**config.mk**
```make
export PLATFORM = sky130hd
export DESIGN_NAME = ocs_top
export DESIGN_NICKNAME = d
export VERILOG_FILES = /design/src/logic/ocs_pkg.sv /design/src/logic/ocs_halt_next.sv /design/src/logic/ocs_regs.sv /design/src/logic/ocs_top.sv
export SDC_FILE = /design/constraint.sdc
export NUM_CORES = 1
export LEC_CHECK = 0
export BUFFER_PORTS_ARGS = -buffer_cell sky130_fd_sc_hd__buf_2
export CAP_MARGIN = 15
export CORE_ASPECT_RATIO = 1.4
export CORE_MARGIN = 2
export CORE_UTILIZATION = 40
export DETAILED_ROUTE_END_ITERATION = 10
export GPL_TIMING_DRIVEN = 0
export RECOVER_POWER = 100
export SLEW_MARGIN = 15
export SYNTH_ARGS = -nofsm -noshare
export SYNTH_HDL_FRONTEND = slang
export SYNTH_SLANG_ARGS = --single-unit
```
**constraint.sdc**
```tcl
create_clock -name clk -period 1.34 [get_ports clk]
set_input_delay 0.201 -clock clk [delete_from_list [all_inputs] [get_ports clk]]
set_output_delay 0.201 -clock clk [all_outputs]
set_load 0.03 [all_outputs]
```
**src/logic/ocs_pkg.sv**
```systemverilog
// constants, types and helpers for the output clock stop and select block
//
// Contract
// - output three takes general divider d on code 00, precision divider d on 01.
// - differential pair two/three ignores the select field; three is inverted two.
// - general divider a halt field stops output zero low or high.
// - general divider b halt field stops output one low or high.
// - general divider c halt field stops output two low or high.
// - general divider d halt field stops output three low or high.
// - precision divider c halt field stops precision output zero low or high.
// - precision divider d halt field stops precision output one; reversed on configurable outputs.
package ocs_pkg;

    // ------------------------------------------------------------------
    // register map
    // ------------------------------------------------------------------
    localparam int unsigned ADDR_W = 8;
    localparam int unsigned DATA_W = 8;

    localparam logic [ADDR_W-1:0] OUTPUT_SELECT_LOW_GROUP_ADDR = 8'hb5;
    localparam logic [ADDR_W-1:0] SYNTH_ONE_OUTPUT_HALT_ADDR   = 8'hb7;
    localparam logic [ADDR_W-1:0] SYNTH_ZERO_OUTPUT_HALT_ADDR  = 8'hb8;
    localparam logic [ADDR_W-1:0] LOCK_LOSS_STICKY_FLAGS_ADDR  = 8'hb9;

    localparam logic [DATA_W-1:0] REG_RESET  = 8'h00;
    localparam logic [DATA_W-1:0] READ_ZERO  = 8'h00;

    // ------------------------------------------------------------------
    // field positions (low bit of each two-bit field)
    // ------------------------------------------------------------------
    localparam int unsigned FIELD_W          = 2;
    localparam int unsigned SEL_THREE_LSB    = 6;
    localparam int unsigned GEN_DIV_A_LSB    = 0;
    localparam int unsigned GEN_DIV_B_LSB    = 2;
    localparam int unsigned GEN_DIV_C_LSB    = 4;
    localparam int unsigned GEN_DIV_D_LSB    = 6;
    localparam int unsigned PREC_DIV_C_LSB   = 0;
    localparam int unsigned PREC_DIV_D_LSB   = 2;
    localparam int unsigned PREC_USED_W      = 4;  // bits 7:4 reserved, read zero
    localparam int unsigned LOCK_FLAGS_W     = 4;  // bits 7:4 reserved, read zero

    // ------------------------------------------------------------------
    // field codes
    // ------------------------------------------------------------------
    localparam logic [FIELD_W-1:0] SEL_GENERAL_D   = 2'h0;
    localparam logic [FIELD_W-1:0] SEL_PRECISION_D = 2'h1;
    localparam logic [FIELD_W-1:0] HALT_RUN_A      = 2'h0;
    localparam logic [FIELD_W-1:0] HALT_RUN_B      = 2'h1;
    localparam logic [FIELD_W-1:0] HALT_LOW        = 2'h2;
    localparam logic [FIELD_W-1:0] HALT_HIGH       = 2'h3;

    localparam logic OUT_RESET = 1'b0;

    // one-hot halt modes
    typedef enum logic [2:0] {
        MODE_RUN  = 3'b001,
        MODE_LOW  = 3'b010,
        MODE_HIGH = 3'b100
    } ocs_mode_e;

    // decode a two-bit halt field into its mode
    function automatic ocs_mode_e ocs_halt_mode(input logic [FIELD_W-1:0] code);
        ocs_mode_e m;
        m = MODE_RUN;
        unique case (code)
            HALT_RUN_A: m = MODE_RUN;
            HALT_RUN_B: m = MODE_RUN;
            HALT_LOW:   m = MODE_LOW;
            HALT_HIGH:  m = MODE_HIGH;
        endcase
        return m;
    endfunction

    // swap the stop polarity of a mode
    function automatic ocs_mode_e ocs_mode_flip(input ocs_mode_e m);
        ocs_mode_e r;
        r = m;
        unique case (m)
            MODE_RUN:  r = MODE_RUN;
            MODE_LOW:  r = MODE_HIGH;
            MODE_HIGH: r = MODE_LOW;
            default:   r = MODE_RUN;
        endcase
        return r;
    endfunction

endpackage

```
**src/logic/ocs_halt_next.sv**
```systemverilog
// next output level of one halt-controlled clock path
`timescale 1ns/1ps
module ocs_halt_next
    import ocs_pkg::*;
(
    input  wire logic      src,
    input  wire logic      cur,
    input  wire ocs_mode_e mode,
    output logic           nxt
);

    // ------------------------------------------------------------------
    // gating: stop-low lets only falling edges through, stop-high only
    // rising ones, so the output settles at the held level without a
    // runt pulse and resumes from it once mode returns to run
    // ------------------------------------------------------------------
    always_comb
    begin
        nxt = src;
        unique case (mode)
            MODE_RUN:  nxt = src;
            MODE_LOW:  nxt = cur & src;
            MODE_HIGH: nxt = cur | src;
            default:   nxt = src;
        endcase
    end

endmodule // ocs_halt_next

```
**src/logic/ocs_regs.sv**
```systemverilog
// configuration register file for the output clock stop and select block
`timescale 1ns/1ps
module ocs_regs
    import ocs_pkg::*;
(
    input  wire logic                          clk,
    input  wire logic                          rst_n,
    input  wire logic                          reg_wr_en,
    input  wire logic                          reg_rd_en,
    input  wire logic [ocs_pkg::ADDR_W-1:0]    reg_addr,
    input  wire logic [ocs_pkg::DATA_W-1:0]    reg_wdata,
    input  wire logic [ocs_pkg::LOCK_FLAGS_W-1:0] lock_loss_flags,
    output logic [ocs_pkg::DATA_W-1:0]         reg_rdata,
    output logic [ocs_pkg::DATA_W-1:0]         sel_reg,
    output logic [ocs_pkg::DATA_W-1:0]         gen_halt_reg,
    output logic [ocs_pkg::DATA_W-1:0]         prec_halt_reg
);

    logic [DATA_W-1:0]       sel_q,  sel_d;
    logic [DATA_W-1:0]       gen_q,  gen_d;
    logic [PREC_USED_W-1:0]  prec_q, prec_d;
    logic [DATA_W-1:0]       rdata_q, rdata_d;

    // ------------------------------------------------------------------
    // write decode and read mux; unmapped reads return zero
    // ------------------------------------------------------------------
    always_comb
    begin
        sel_d   = sel_q;
        gen_d   = gen_q;
        prec_d  = prec_q;
        rdata_d = rdata_q;
        if (reg_wr_en)
        begin
            unique case (reg_addr)
                OUTPUT_SELECT_LOW_GROUP_ADDR: sel_d  = reg_wdata;
                SYNTH_ONE_OUTPUT_HALT_ADDR:   gen_d  = reg_wdata;
                SYNTH_ZERO_OUTPUT_HALT_ADDR:  prec_d = reg_wdata[PREC_USED_W-1:0];
                default:                      ;   // read-only or unmapped
            endcase
        end
        if (reg_rd_en)
        begin
            unique case (reg_addr)
                OUTPUT_SELECT_LOW_GROUP_ADDR: rdata_d = sel_q;
                SYNTH_ONE_OUTPUT_HALT_ADDR:   rdata_d = gen_q;
                SYNTH_ZERO_OUTPUT_HALT_ADDR:  rdata_d = {{(DATA_W-PREC_USED_W){1'b0}}, prec_q};
                LOCK_LOSS_STICKY_FLAGS_ADDR:
                    rdata_d = {{(DATA_W-LOCK_FLAGS_W){1'b0}}, lock_loss_flags};
                default:                      rdata_d = READ_ZERO;
            endcase
        end
    end

    // ------------------------------------------------------------------
    // register update
    // ------------------------------------------------------------------
    always_ff @(posedge clk)
    begin
        if (!rst_n)
        begin
            sel_q   <= REG_RESET;
            gen_q   <= REG_RESET;
            prec_q  <= REG_RESET[PREC_USED_W-1:0];
            rdata_q <= REG_RESET;
        end
        else
        begin
            sel_q   <= sel_d;
            gen_q   <= gen_d;
            prec_q  <= prec_d;
            rdata_q <= rdata_d;
        end
    end

    assign reg_rdata     = rdata_q;
    assign sel_reg       = sel_q;
    assign gen_halt_reg  = gen_q;
    assign prec_halt_reg = {{(DATA_W-PREC_USED_W){1'b0}}, prec_q};

endmodule // ocs_regs

```
**src/logic/ocs_top.sv**
```systemverilog
// output clock routing and stop control top level
`timescale 1ns/1ps
module ocs_top
    import ocs_pkg::*;
#(
    parameter int unsigned REG_ADDR_W = ocs_pkg::ADDR_W,
    parameter int unsigned REG_DATA_W = ocs_pkg::DATA_W
)
(
    input  wire logic                              clk,
    input  wire logic                              rst_n,
    // register port
    input  wire logic                              reg_wr_en,
    input  wire logic                              reg_rd_en,
    input  wire logic [REG_ADDR_W-1:0]             reg_addr,
    input  wire logic [REG_DATA_W-1:0]             reg_wdata,
    output logic      [REG_DATA_W-1:0]             reg_rdata,
    // synthesizer post divider clocks, sampled on clk
    input  wire logic                              general_div_a,
    input  wire logic                              general_div_b,
    input  wire logic                              general_div_c,
    input  wire logic                              general_synth_divider_d,
    input  wire logic                              precision_div_c,
    input  wire logic                              precision_synth_divider_d,
    // pair two/three driven differentially
    input  wire logic                              pair_two_three_diff,
    // lock loss indications shown in the status register
    input  wire logic [ocs_pkg::LOCK_FLAGS_W-1:0]  lock_loss_flags,
    // output clocks
    output logic                                   config_output_zero,
    output logic                                   config_output_one,
    output logic                                   config_output_two,
    output logic                                   config_output_three,
    output logic                                   precision_output_zero,
    output logic                                   precision_output_one
);

    // ------------------------------------------------------------------
    // elaboration checks
    // ------------------------------------------------------------------
    if (REG_ADDR_W != ADDR_W || REG_DATA_W != DATA_W)
    begin : g_bad_width
        $error("register port widths must match the register map");
    end

    logic [DATA_W-1:0]  sel_reg;
    logic [DATA_W-1:0]  gen_halt_reg;
    logic [DATA_W-1:0]  prec_halt_reg;

    // ------------------------------------------------------------------
    // configuration registers
    // ------------------------------------------------------------------
    ocs_regs u_regs (
        .clk             (clk),
        .rst_n           (rst_n),
        .reg_wr_en       (reg_wr_en),
        .reg_rd_en       (reg_rd_en),
        .reg_addr        (reg_addr),
        .reg_wdata       (reg_wdata),
        .lock_loss_flags (lock_loss_flags),
        .reg_rdata       (reg_rdata),
        .sel_reg         (sel_reg),
        .gen_halt_reg    (gen_halt_reg),
        .prec_halt_reg   (prec_halt_reg)
    );

    // ------------------------------------------------------------------
    // field decode
    // ------------------------------------------------------------------
    logic [FIELD_W-1:0] sel_three;
    ocs_mode_e          mode_gen_a;
    ocs_mode_e          mode_gen_b;
    ocs_mode_e          mode_gen_c;
    ocs_mode_e          mode_gen_d;
    ocs_mode_e          mode_prec_c;
    ocs_mode_e          mode_prec_d;

    assign sel_three   = sel_reg[SEL_THREE_LSB +: FIELD_W];
    assign mode_gen_a  = ocs_halt_mode(gen_halt_reg[GEN_DIV_A_LSB +: FIELD_W]);
    assign mode_gen_b  = ocs_halt_mode(gen_halt_reg[GEN_DIV_B_LSB +: FIELD_W]);
    assign mode_gen_c  = ocs_halt_mode(gen_halt_reg[GEN_DIV_C_LSB +: FIELD_W]);
    assign mode_gen_d  = ocs_halt_mode(gen_halt_reg[GEN_DIV_D_LSB +: FIELD_W]);
    assign mode_prec_c = ocs_halt_mode(prec_halt_reg[PREC_DIV_C_LSB +: FIELD_W]);
    assign mode_prec_d = ocs_halt_mode(prec_halt_reg[PREC_DIV_D_LSB +: FIELD_W]);

    // ------------------------------------------------------------------
    // output three source: general d on 00, precision d (stop level
    // reversed) on 01, held low on reserved codes
    // ------------------------------------------------------------------
    logic      three_src;
    ocs_mode_e three_mode;

    always_comb
    begin
        three_src  = general_synth_divider_d;
        three_mode = mode_gen_d;
        unique case (sel_three)
            SEL_GENERAL_D:
            begin
                three_src  = general_synth_divider_d;
                three_mode = mode_gen_d;
            end
            SEL_PRECISION_D:
            begin
                three_src  = precision_synth_divider_d;
                three_mode = ocs_mode_flip(mode_prec_d);
            end
            default:
            begin
                three_src  = OUT_RESET;
                three_mode = MODE_LOW;
            end
        endcase
    end

    // ------------------------------------------------------------------
    // next levels of every output
    // ------------------------------------------------------------------
    logic cfg0_q, cfg1_q, cfg2_q, cfg3_q, prec0_q, prec1_q;
    logic cfg0_d, cfg1_d, cfg2_d, cfg3_d, prec0_d, prec1_d;
    logic three_single_d;

    ocs_halt_next u_cfg0 (
        .src  (general_div_a),
        .cur  (cfg0_q),
        .mode (mode_gen_a),
        .nxt  (cfg0_d)
    );

    ocs_halt_next u_cfg1 (
        .src  (general_div_b),
        .cur  (cfg1_q),
        .mode (mode_gen_b),
        .nxt  (cfg1_d)
    );

    ocs_halt_next u_cfg2 (
        .src  (general_div_c),
        .cur  (cfg2_q),
        .mode (mode_gen_c),
        .nxt  (cfg2_d)
    );

    ocs_halt_next u_cfg3 (
        .src  (three_src),
        .cur  (cfg3_q),
        .mode (three_mode),
        .nxt  (three_single_d)
    );

    ocs_halt_next u_prec0 (
        .src  (precision_div_c),
        .cur  (prec0_q),
        .mode (mode_prec_c),
        .nxt  (prec0_d)
    );

    ocs_halt_next u_prec1 (
        .src  (precision_synth_divider_d),
        .cur  (prec1_q),
        .mode (mode_prec_d),
        .nxt  (prec1_d)
    );

    // differential pair: select field ignored, three mirrors two inverted
    always_comb
    begin
        cfg3_d = three_single_d;
        if (pair_two_three_diff)
        begin
            cfg3_d = ~cfg2_d;
        end
    end

    // ------------------------------------------------------------------
    // output flops; all outputs launch on the same edge
    // ------------------------------------------------------------------
    always_ff @(posedge clk)
    begin
        if (!rst_n)
        begin
            cfg0_q  <= OUT_RESET;
            cfg1_q  <= OUT_RESET;
            cfg2_q  <= OUT_RESET;
            cfg3_q  <= OUT_RESET;
            prec0_q <= OUT_RESET;
            prec1_q <= OUT_RESET;
        end
        else
        begin
            cfg0_q  <= cfg0_d;
            cfg1_q  <= cfg1_d;
            cfg2_q  <= cfg2_d;
            cfg3_q  <= cfg3_d;
            prec0_q <= prec0_d;
            prec1_q <= prec1_d;
        end
    end

    assign config_output_zero    = cfg0_q;
    assign config_output_one     = cfg1_q;
    assign config_output_two     = cfg2_q;
    assign config_output_three   = cfg3_q;
    assign precision_output_zero = prec0_q;
    assign precision_output_one  = prec1_q;

endmodule // ocs_top

```
## Word level (Yosys, flattened, before mapping)

Cells that the tools add are included.

- Reduce and logical (&&, ||, !) cells: 16
- Eq/ne operators: 35
- Bitwise gates (word level): 13
- Multiplexer cells: 17

Operators by type and width:

| cell | count |
|---|---|
| $pmux 3 s3 | 6 |
| $eq 8x8->1 const B | 4 |
| $pmux 8 s4 | 1 |
| $eq 2x2->1 const B | 12 |
| $eq 3x2->1 const B | 6 |
| $eq 3x3->1 const B | 6 |
| $eq 2x1->1 const B | 7 |
| $logic_not 2->1 | 7 |
| $pmux 1 s2 | 7 |
| $pmux 3 s2 | 2 |
| $reduce_or 2->1 | 6 |
| $and 1x1->1 | 6 |
| $or 1x1->1 | 6 |
| $reduce_and 2->1 | 3 |
| $mux 1 | 1 |
| $not 1->1 | 1 |

- Logic and storage cells: 91
- Input bits: 31
- Register bits after elaboration: 34
- Output and inout bits: 14

## Logic depth before layout (Yosys ltp)

Gate-level depths: netlist of run 1.

- Depth in word-level cells: 9
- Mapped depth: 6
- Depth with buffers taken out: 4

## Cells and area by module

From an unflattened synthesis of run 1, not the netlist that was laid out.

- Cell total of the unflattened synthesis: 185
- Area, all modules: 1,741.7 um^2

By module, submodules not included:

| module | times used | area each (um^2) | sequential area each (um^2) | cells each |
|---|---|---|---|---|
| ocs_regs | 1 | 1,271.2 | 560.5 | 127 |
| ocs_top | 1 | 320.3 | 120.1 | 40 |
| ocs_halt_next | 6 | 25.0 | 0.0 | 3 |

## Least setup slack after synthesis of run 1

Ideal clock, no wire load.

- Kind: register to register
- Start: register cfg3_q, in the netlist config_output_three
- End: register cfg3_q, in the netlist config_output_three
- Clock period less this slack: 1.156 ns
- Path slack: 0.184 ns
- Data required time: 1.216 ns
- Library setup time: 0.124 ns
- Buffers on the path: 0
- Cell stages (with the launch flop): 5
- Arrival time: 1.033 ns
- Path through: dfxtp_1 a21oi_1 and3b_1 nor4_1 a21oi_1

- Longest elaborated chain between the ends: 3
- Elaborated cells between the ends (all ways): 4
- Classes of those cells: mux (2); bitwise (2)

RTL lines:

| element | line | RTL |
|---|---|---|
| start: declaration | ocs_top.sv:119 | `logic cfg0_q, cfg1_q, cfg2_q, cfg3_q, prec0_q, prec1_q;` |
| start signal: assignment | ocs_top.sv:194 | `cfg3_q <= cfg3_d;` |
| $or 1x1->1 or $and 1x1->1 (tied branches) | ocs_halt_next.sv:23, ocs_halt_next.sv:22 |  |
| $pmux 1 s2 * | ocs_halt_next.sv:20 | `unique case (mode)` |
| $mux 1 * | ocs_top.sv:169 | `if (pair_two_three_diff)` |

Every way passes the cells marked *; elsewhere a longest branch is shown, timed or not.
A chain may end at the register's enable or synchronous reset.

## Worst setup path in the final report of run 1

- Start: register cfg3_q, in the netlist config_output_three
- End: output config_output_three

RTL lines:

| element | line | RTL |
|---|---|---|
| end: declaration | ocs_top.sv:33 | `output logic config_output_three,` |

No word-level cell between the ends.

==> results.cfg, run 1 <==
[layout]
final_core_utilization_pct = 49.1
final_cell_count_no_fill = 259
final_common_cell = sky130_fd_sc_hd__dfxtp_1
final_cell_mix = sky130_fd_sc_hd__dfxtp_1 (34), sky130_fd_sc_hd__buf_2 (29), sky130_fd_sc_hd__mux2i_1 (20), sky130_fd_sc_hd__clkbuf_1 (20), sky130_fd_sc_hd__o21ai_0 (19)
antenna_cells = 0
nets = 246
post_route_cells_drive_above_1_share_pct = 21.3
area_growth_syn_to_layout_pct = 19.3

[power_and_ir_drop]
irDropWorstVdd_mv = 0.760
net-switching-power_mw = 0.478
power_per_cell_area_nw_per_um2 = 1050
p_leak_nw = 0.838
pwr-share-clk_pct = 39.1
power.share.switching_pct = 24.0
power_frac_comb_pct = 9.2
power.sequential.fraction_pct = 51.7
internal_power_mw = 1.52
power_mw = 1.99

[worst_setup_path]
r2r_slack_ns = 0.22
worstReg2RegStart = u_regs.prec_q[3]$_SDFFE_PN0P_
reg2regPathDepth = 4
cp_delay_by_family_top = flip-flops
cp_slowest_stage_delay_ns = 0.39
critPathCaptureType = output port
cp_num_buf_inv = 1
worst_ep_required_time_ns = 1.14
regToRegEndpoint = config_output_three$_SDFF_PN0_
chain_of_cells_forming_the_critical_path = clkbuf_1
cp-start-kind = flip-flop
critical_path.slowest_cell = sky130_fd_sc_hd__dfxtp_1
crit_type = flip-flop to output port
crit_path_arrival_time_ns = 1.00
crit_fanout = 5

[sta]
final.hold.worst_slack_ns = 0.169
clock-skew-final_ns = 0.00634
final_slew_violations = 0
min_period_ns = 1.20
layout_worst_path_cycle_share_pct = 89.5
setup_violations = 0
maxSlewHeadroom_pct = 69.1
max_freq_mhz = 834
report.final.hold_viol_count = 0
tightest_slew_ns = 0.463
tns_ns = 0
grt_setup_unrepaired = no

[global_routing]
maximum_number_of_pins_on_one_net_before_global_route_repair = 11
gr_overflow_total = 0
grt_antenna_before_repair = 0
grt_pass1_wl_um = 5820
grt_pass1_vias = 1290
globalRouteTotalUtil_pct = 16.9

[yosys]
ys_seq_elements = 34
synth_seq_area_share_pct = 42.6
synth_cells = 166
synth_async_sr_flop_share_pct = 0
number_of_different_library_cells_in_the_post_synthesis_netlist = 35
synth-main-ff-cell = sky130_fd_sc_hd__dfxtp_1
post_synth_instance_area_um2 = 1600
synth-warning-count = 0
syn_avg_cell_area_um2 = 9.63
postSynthNetCount = 197
synth_enable_flop_cells = 0

[placed_design]
placed_cells = 251
io_buffers = 42
routabilityCongestion = 0.825
place_hpwl_um = 2890

[clock_tree]
tritoncts = built
post-cts-setup-buffers = 0
clock_pin_slew_of_the_registers_on_the_worst_case_setup_and_hold_paths_ns = 0.07
insertion_delay_ns = 0.28
postCtsHoldBufs = 0
cts.sinks = 34
cts.htree.levels = 2
clock_tree.buffer_depth = 2
cts-root-buf = sky130_fd_sc_hd__clkbuf_8
post_cts_resized = 0
number_of_clock_buffers_inserted_by_tritoncts = 5

[die]
die_width_um = 57.4
core_area_um2 = 3880
initial_utilization_pct = 41.1
die_height_um = 78.8
num_io_pins = 45
std_cell_rows = 27
floorplan.die_area_um2 = 4520

[routing]
dr.pass1.iters = 4
drt-wirelength-per-cell_um = 14.1
route.vias.total = 1356
first_iter_violations = 20
postRouteAntennaNets = 0
route.detailed.vias_per_inst = 5.24
detail_route.drc_violations = 0
route.final.wire_length_um = 3660

[hold_path]
timing.hold.worst.class = input port to flip-flop
cell_depth_of_the_worst_min_delay_path = 3
worstHoldEndpoint = u_regs.sel_reg[7]$_SDFFE_PN0P_
min-delay-start = reg_wdata[7]

[run]
max_cap_violations = 0

[status]
result_of_the_run = completed
==> cell families after synthesis <==
| kind of cell | after synthesis | synth area share [%] |
|---|---|---|
| muxes | 20 | 12.5 |
| and+or+nand+nor | 55 | 21.9 |
| buffers and inverters | 14 | 4.39 |
| DFF | 34 | 42.6 |
| AOI/OAI and AO/OA | 43 | 18.6 |
==> stage by stage <==
stage	cell area (um2)	worst slack, ns
floorplan	1600	0.184
global placement	1860	0.0261
detailed placement	1860	-0.0202
CTS	1950	0.220
global route	1910	0.0802
finish	1910	0.140
==> layer usage <==
layer	global-route usage (%)	wire [um]	share of wire, %
met2	29.5	1850	51
met1	18.7	1570	43
met4	6.28	46	1.3
met5	0	0	0
met3	5.54	192	5.2
==> how the worst max path moves through the flow <==
| stage | start | endpoint | slack, ns | cells after the start |
|---|---|---|---|---|
| floorplan | config_output_three$_SDFF_PN0_ | config_output_three$_SDFF_PN0_ | 0.18 | 4 |
| global placement | reg_addr[6] | u_regs.prec_q[1]$_SDFFE_PN0P_ | 0.03 | 5 |
| detailed placement | reg_addr[6] | u_regs.gen_halt_reg[1]$_SDFFE_PN0P_ | -0.02 | 5 |
| CTS | u_regs.prec_q[3]$_SDFFE_PN0P_ | config_output_three$_SDFF_PN0_ | 0.22 | 4 |
| global route | reg_addr[6] | u_regs.prec_q[1]$_SDFFE_PN0P_ | 0.08 | 5 |
| finish | config_output_three$_SDFF_PN0_ | config_output_three | 0.14 | 1 |
==> power by group through the flow <==
stage / clock, mW / sequential [mW] / combinational (mW)
2_1_floorplan: 0 / 1.07 / 0.0901
3_3_place_gp: 0 / 1.05 / 0.187
3_5_place_dp: 0 / 1.05 / 0.191
4_1_cts: 0.795 / 1.03 / 0.192
5_1_grt: 0.832 / 1.03 / 0.201
6_report: 0.780 / 1.03 / 0.183
==> layout make-up <==
cell class / instances / area, um2
Clock inverter: 1 / 5.00
Timing Repair Buffer: 42 / 193
Buffer: 8 / 46.3
Sequential cell: 34 / 681
Fill cell: 392 / 1980
Clock buffer: 7 / 86.3
Inverter: 6 / 22.5
Multi-Input combinational cell: 118 / 820
Tap cell: 43 / 53.8
==> synthesized netlist by cell type (2+ instances only) <==
| library cell | number | share of area [%] |
|---|---|---|
| sky130_fd_sc_hd__inv_1 | 6 | 1.4 |
| sky130_fd_sc_hd__a21boi_0 | 4 | 1.9 |
| sky130_fd_sc_hd__o21ai_0 | 9 | 2.8 |
| sky130_fd_sc_hd__a21o_1 | 5 | 2.3 |
| sky130_fd_sc_hd__o22ai_1 | 4 | 1.6 |
| sky130_fd_sc_hd__mux2i_1 | 20 | 13 |
| sky130_fd_sc_hd__nand3_2 | 2 | 1.3 |
| sky130_fd_sc_hd__dfxtp_1 | 34 | 43 |
| sky130_fd_sc_hd__nand2b_1 | 2 | 0.78 |
| sky130_fd_sc_hd__buf_6 | 2 | 1.4 |
| sky130_fd_sc_hd__o21ai_1 | 4 | 1.3 |
| sky130_fd_sc_hd__nand2_1 | 17 | 4.0 |
| sky130_fd_sc_hd__nor2b_1 | 10 | 3.9 |
| sky130_fd_sc_hd__a22o_1 | 4 | 2.2 |
| sky130_fd_sc_hd__o21ai_2 | 8 | 4.4 |
| sky130_fd_sc_hd__nand3_1 | 11 | 3.4 |
| sky130_fd_sc_hd__buf_2 | 2 | 0.63 |
| sky130_fd_sc_hd__a21oi_1 | 3 | 0.94 |
| sky130_fd_sc_hd__clkbuf_1 | 2 | 0.47 |
| sky130_fd_sc_hd__buf_1 | 2 | 0.47 |
Note: power is estimated with default switching activity, not from simulation.
==> run 2, diff against run 1 <==
REMOVE_ABC_BUFFERS = 1   (was unset)
==> run 2 against run 1 <==
Net effect: count of clock-buffer cells in the layout down 1; maximum frequency fell by 3.2%; combinational power is 5% lower; total power fell by 2.9%; via count fell by 1.5%; worst setup slack worse by 0.040 ns; highest routed layer unchanged; register-to-register slack got worse by 0.02 ns; wire length decreased by 8.0%; cell area decreased by 2.9%; critical endpoint is now u_regs.reg_rdata[3]$_SDFFE_PN0P_; final cell count decreased by 3.1%; clock power decreased by 6.3%.
==> results.cfg, run 2 (synthesized netlist as in run 1, its figures left out) <==
[global_routing]
grt_pass1_wl_um = 5530
grt_pass1_vias = 1236
gr_overflow_total = 0
globalRouteTotalUtil_pct = 15.9
maximum_number_of_pins_on_one_net_before_global_route_repair = 37
grt_antenna_before_repair = 0

[sta]
report.final.hold_viol_count = 0
layout_worst_path_cycle_share_pct = 92.5
tightest_slew_ns = 0.637
clock-skew-final_ns = 0.000687
final_slew_violations = 0
maxSlewHeadroom_pct = 57.6
max_freq_mhz = 807
setup_violations = 0
min_period_ns = 1.24
grt_setup_unrepaired = no
tns_ns = 0

[power_and_ir_drop]
power_mw = 1.94
power.share.switching_pct = 22.9
irDropWorstVdd_mv = 0.572
internal_power_mw = 1.49
pwr-share-clk_pct = 37.8
net-switching-power_mw = 0.443
power_per_cell_area_nw_per_um2 = 1050
p_leak_nw = 0.831
power.sequential.fraction_pct = 53.2
power_frac_comb_pct = 9.0

[status]
result_of_the_run = completed

[clock_tree]
clock_pin_slew_of_the_registers_on_the_worst_case_setup_and_hold_paths_ns = 0.06
cts.htree.levels = 2
cts.sinks = 34
insertion_delay_ns = 0.28
post-cts-setup-buffers = 0
number_of_clock_buffers_inserted_by_tritoncts = 5
tritoncts = built
postCtsHoldBufs = 0
cts-root-buf = sky130_fd_sc_hd__clkbuf_8
clock_tree.buffer_depth = 2
post_cts_resized = 0

[hold_path]
timing.hold.worst.class = input port to flip-flop
cell_depth_of_the_worst_min_delay_path = 3
min-delay-start = reg_wdata[6]
worstHoldEndpoint = u_regs.sel_reg[6]$_SDFFE_PN0P_

[die]
num_io_pins = 45
die_height_um = 78.8
die_width_um = 57.4
std_cell_rows = 27
initial_utilization_pct = 41.1
floorplan.die_area_um2 = 4520
core_area_um2 = 3880

[worst_setup_path]
worstReg2RegStart = u_regs.prec_q[3]$_SDFFE_PN0P_
regToRegEndpoint = config_output_three$_SDFF_PN0_
r2r_slack_ns = 0.20
crit_path_arrival_time_ns = 1.46
cp-start-kind = input port
crit_fanout = 36
crit_type = input port to flip-flop
critPathCaptureType = flip-flop
worst_ep_required_time_ns = 1.57
reg2regPathDepth = 4

[routing]
detail_route.drc_violations = 0
route.vias.total = 1335
route.detailed.vias_per_inst = 5.32
route.final.wire_length_um = 3370
postRouteAntennaNets = 0
dr.pass1.iters = 4
drt-wirelength-per-cell_um = 13.4
first_iter_violations = 26

[layout]
final_common_cell = sky130_fd_sc_hd__dfxtp_1
final_cell_count_no_fill = 251
nets = 240
final_cell_mix = sky130_fd_sc_hd__dfxtp_1 (34), sky130_fd_sc_hd__buf_2 (28), sky130_fd_sc_hd__mux2i_1 (20)
area_growth_syn_to_layout_pct = 15.9
antenna_cells = 0
post_route_cells_drive_above_1_share_pct = 21.6

[run]
max_cap_violations = 0

[placed_design]
placed_cells = 245
place_hpwl_um = 2540
routabilityCongestion = 0.761
io_buffers = 44
run 2: through the flow:
step                cell area, um2  hold WS (ns)  worst slack (ns)  util [%]
floorplan                     1550         0.329             0.177         -
global placement              1820         0.436           -0.0942      47.0
detailed placement            1820         0.443            -0.149      47.0
CTS                           1910         0.167             0.143      49.1
global route                  1850         0.172            0.0383      47.7
finish                        1850         0.172             0.101      47.7
run 2: cell type report:
class / count / area, um2
Inverter: 6 / 22.5
Fill cell: 393 / 2030
Timing Repair Buffer: 44 / 203
Tap cell: 43 / 53.8
Multi-Input combinational cell: 118 / 810
Clock buffer: 6 / 82.6
Sequential cell: 34 / 681
run 2: worst max path at each step:
stage	from	to	cells past startpoint
5_1_grt	rst_n	u_regs.reg_rdata[0]$_SDFFE_PN0P_	3
6_report	rst_n	u_regs.reg_rdata[3]$_SDFFE_PN0P_	3
3_5_place_dp	rst_n	u_regs.reg_rdata[3]$_SDFFE_PN0P_	3
3_3_place_gp	rst_n	u_regs.reg_rdata[2]$_SDFFE_PN0P_	3
2_1_floorplan	reg_addr[6]	u_regs.sel_reg[0]$_SDFFE_PN0P_	4
4_1_cts	rst_n	u_regs.reg_rdata[3]$_SDFFE_PN0P_	3
run 2: layer usage:
| metal | vias up | GRT usage (%) | wire length [um] |
|---|---|---|---|
| met1 | 615 | 19.5 | 1520 |
| met5 | - | 0 | 0 |
| met4 | 0 | 6.28 | 55 |
| met3 | 6 | 4.56 | 194 |
| li1 | 677 | - | - |
| met2 | 37 | 25.8 | 1600 |
run 2: power groups by stage:
stage	combinational, mW	clock [mW]	sequential [mW]
after floorplan	0.0638	0	1.07
after CTS	0.183	0.753	1.03
final	0.174	0.731	1.03
after global placement	0.178	0	1.05
after global routing	0.191	0.812	1.03
after detailed placement	0.183	0	1.05
run 2: critical path, cell delays in order:
cell and delay (ns):
sky130_fd_sc_hd__clkbuf_2 0.49, sky130_fd_sc_hd__nor2b_1 0.53, sky130_fd_sc_hd__a22o_1 0.23
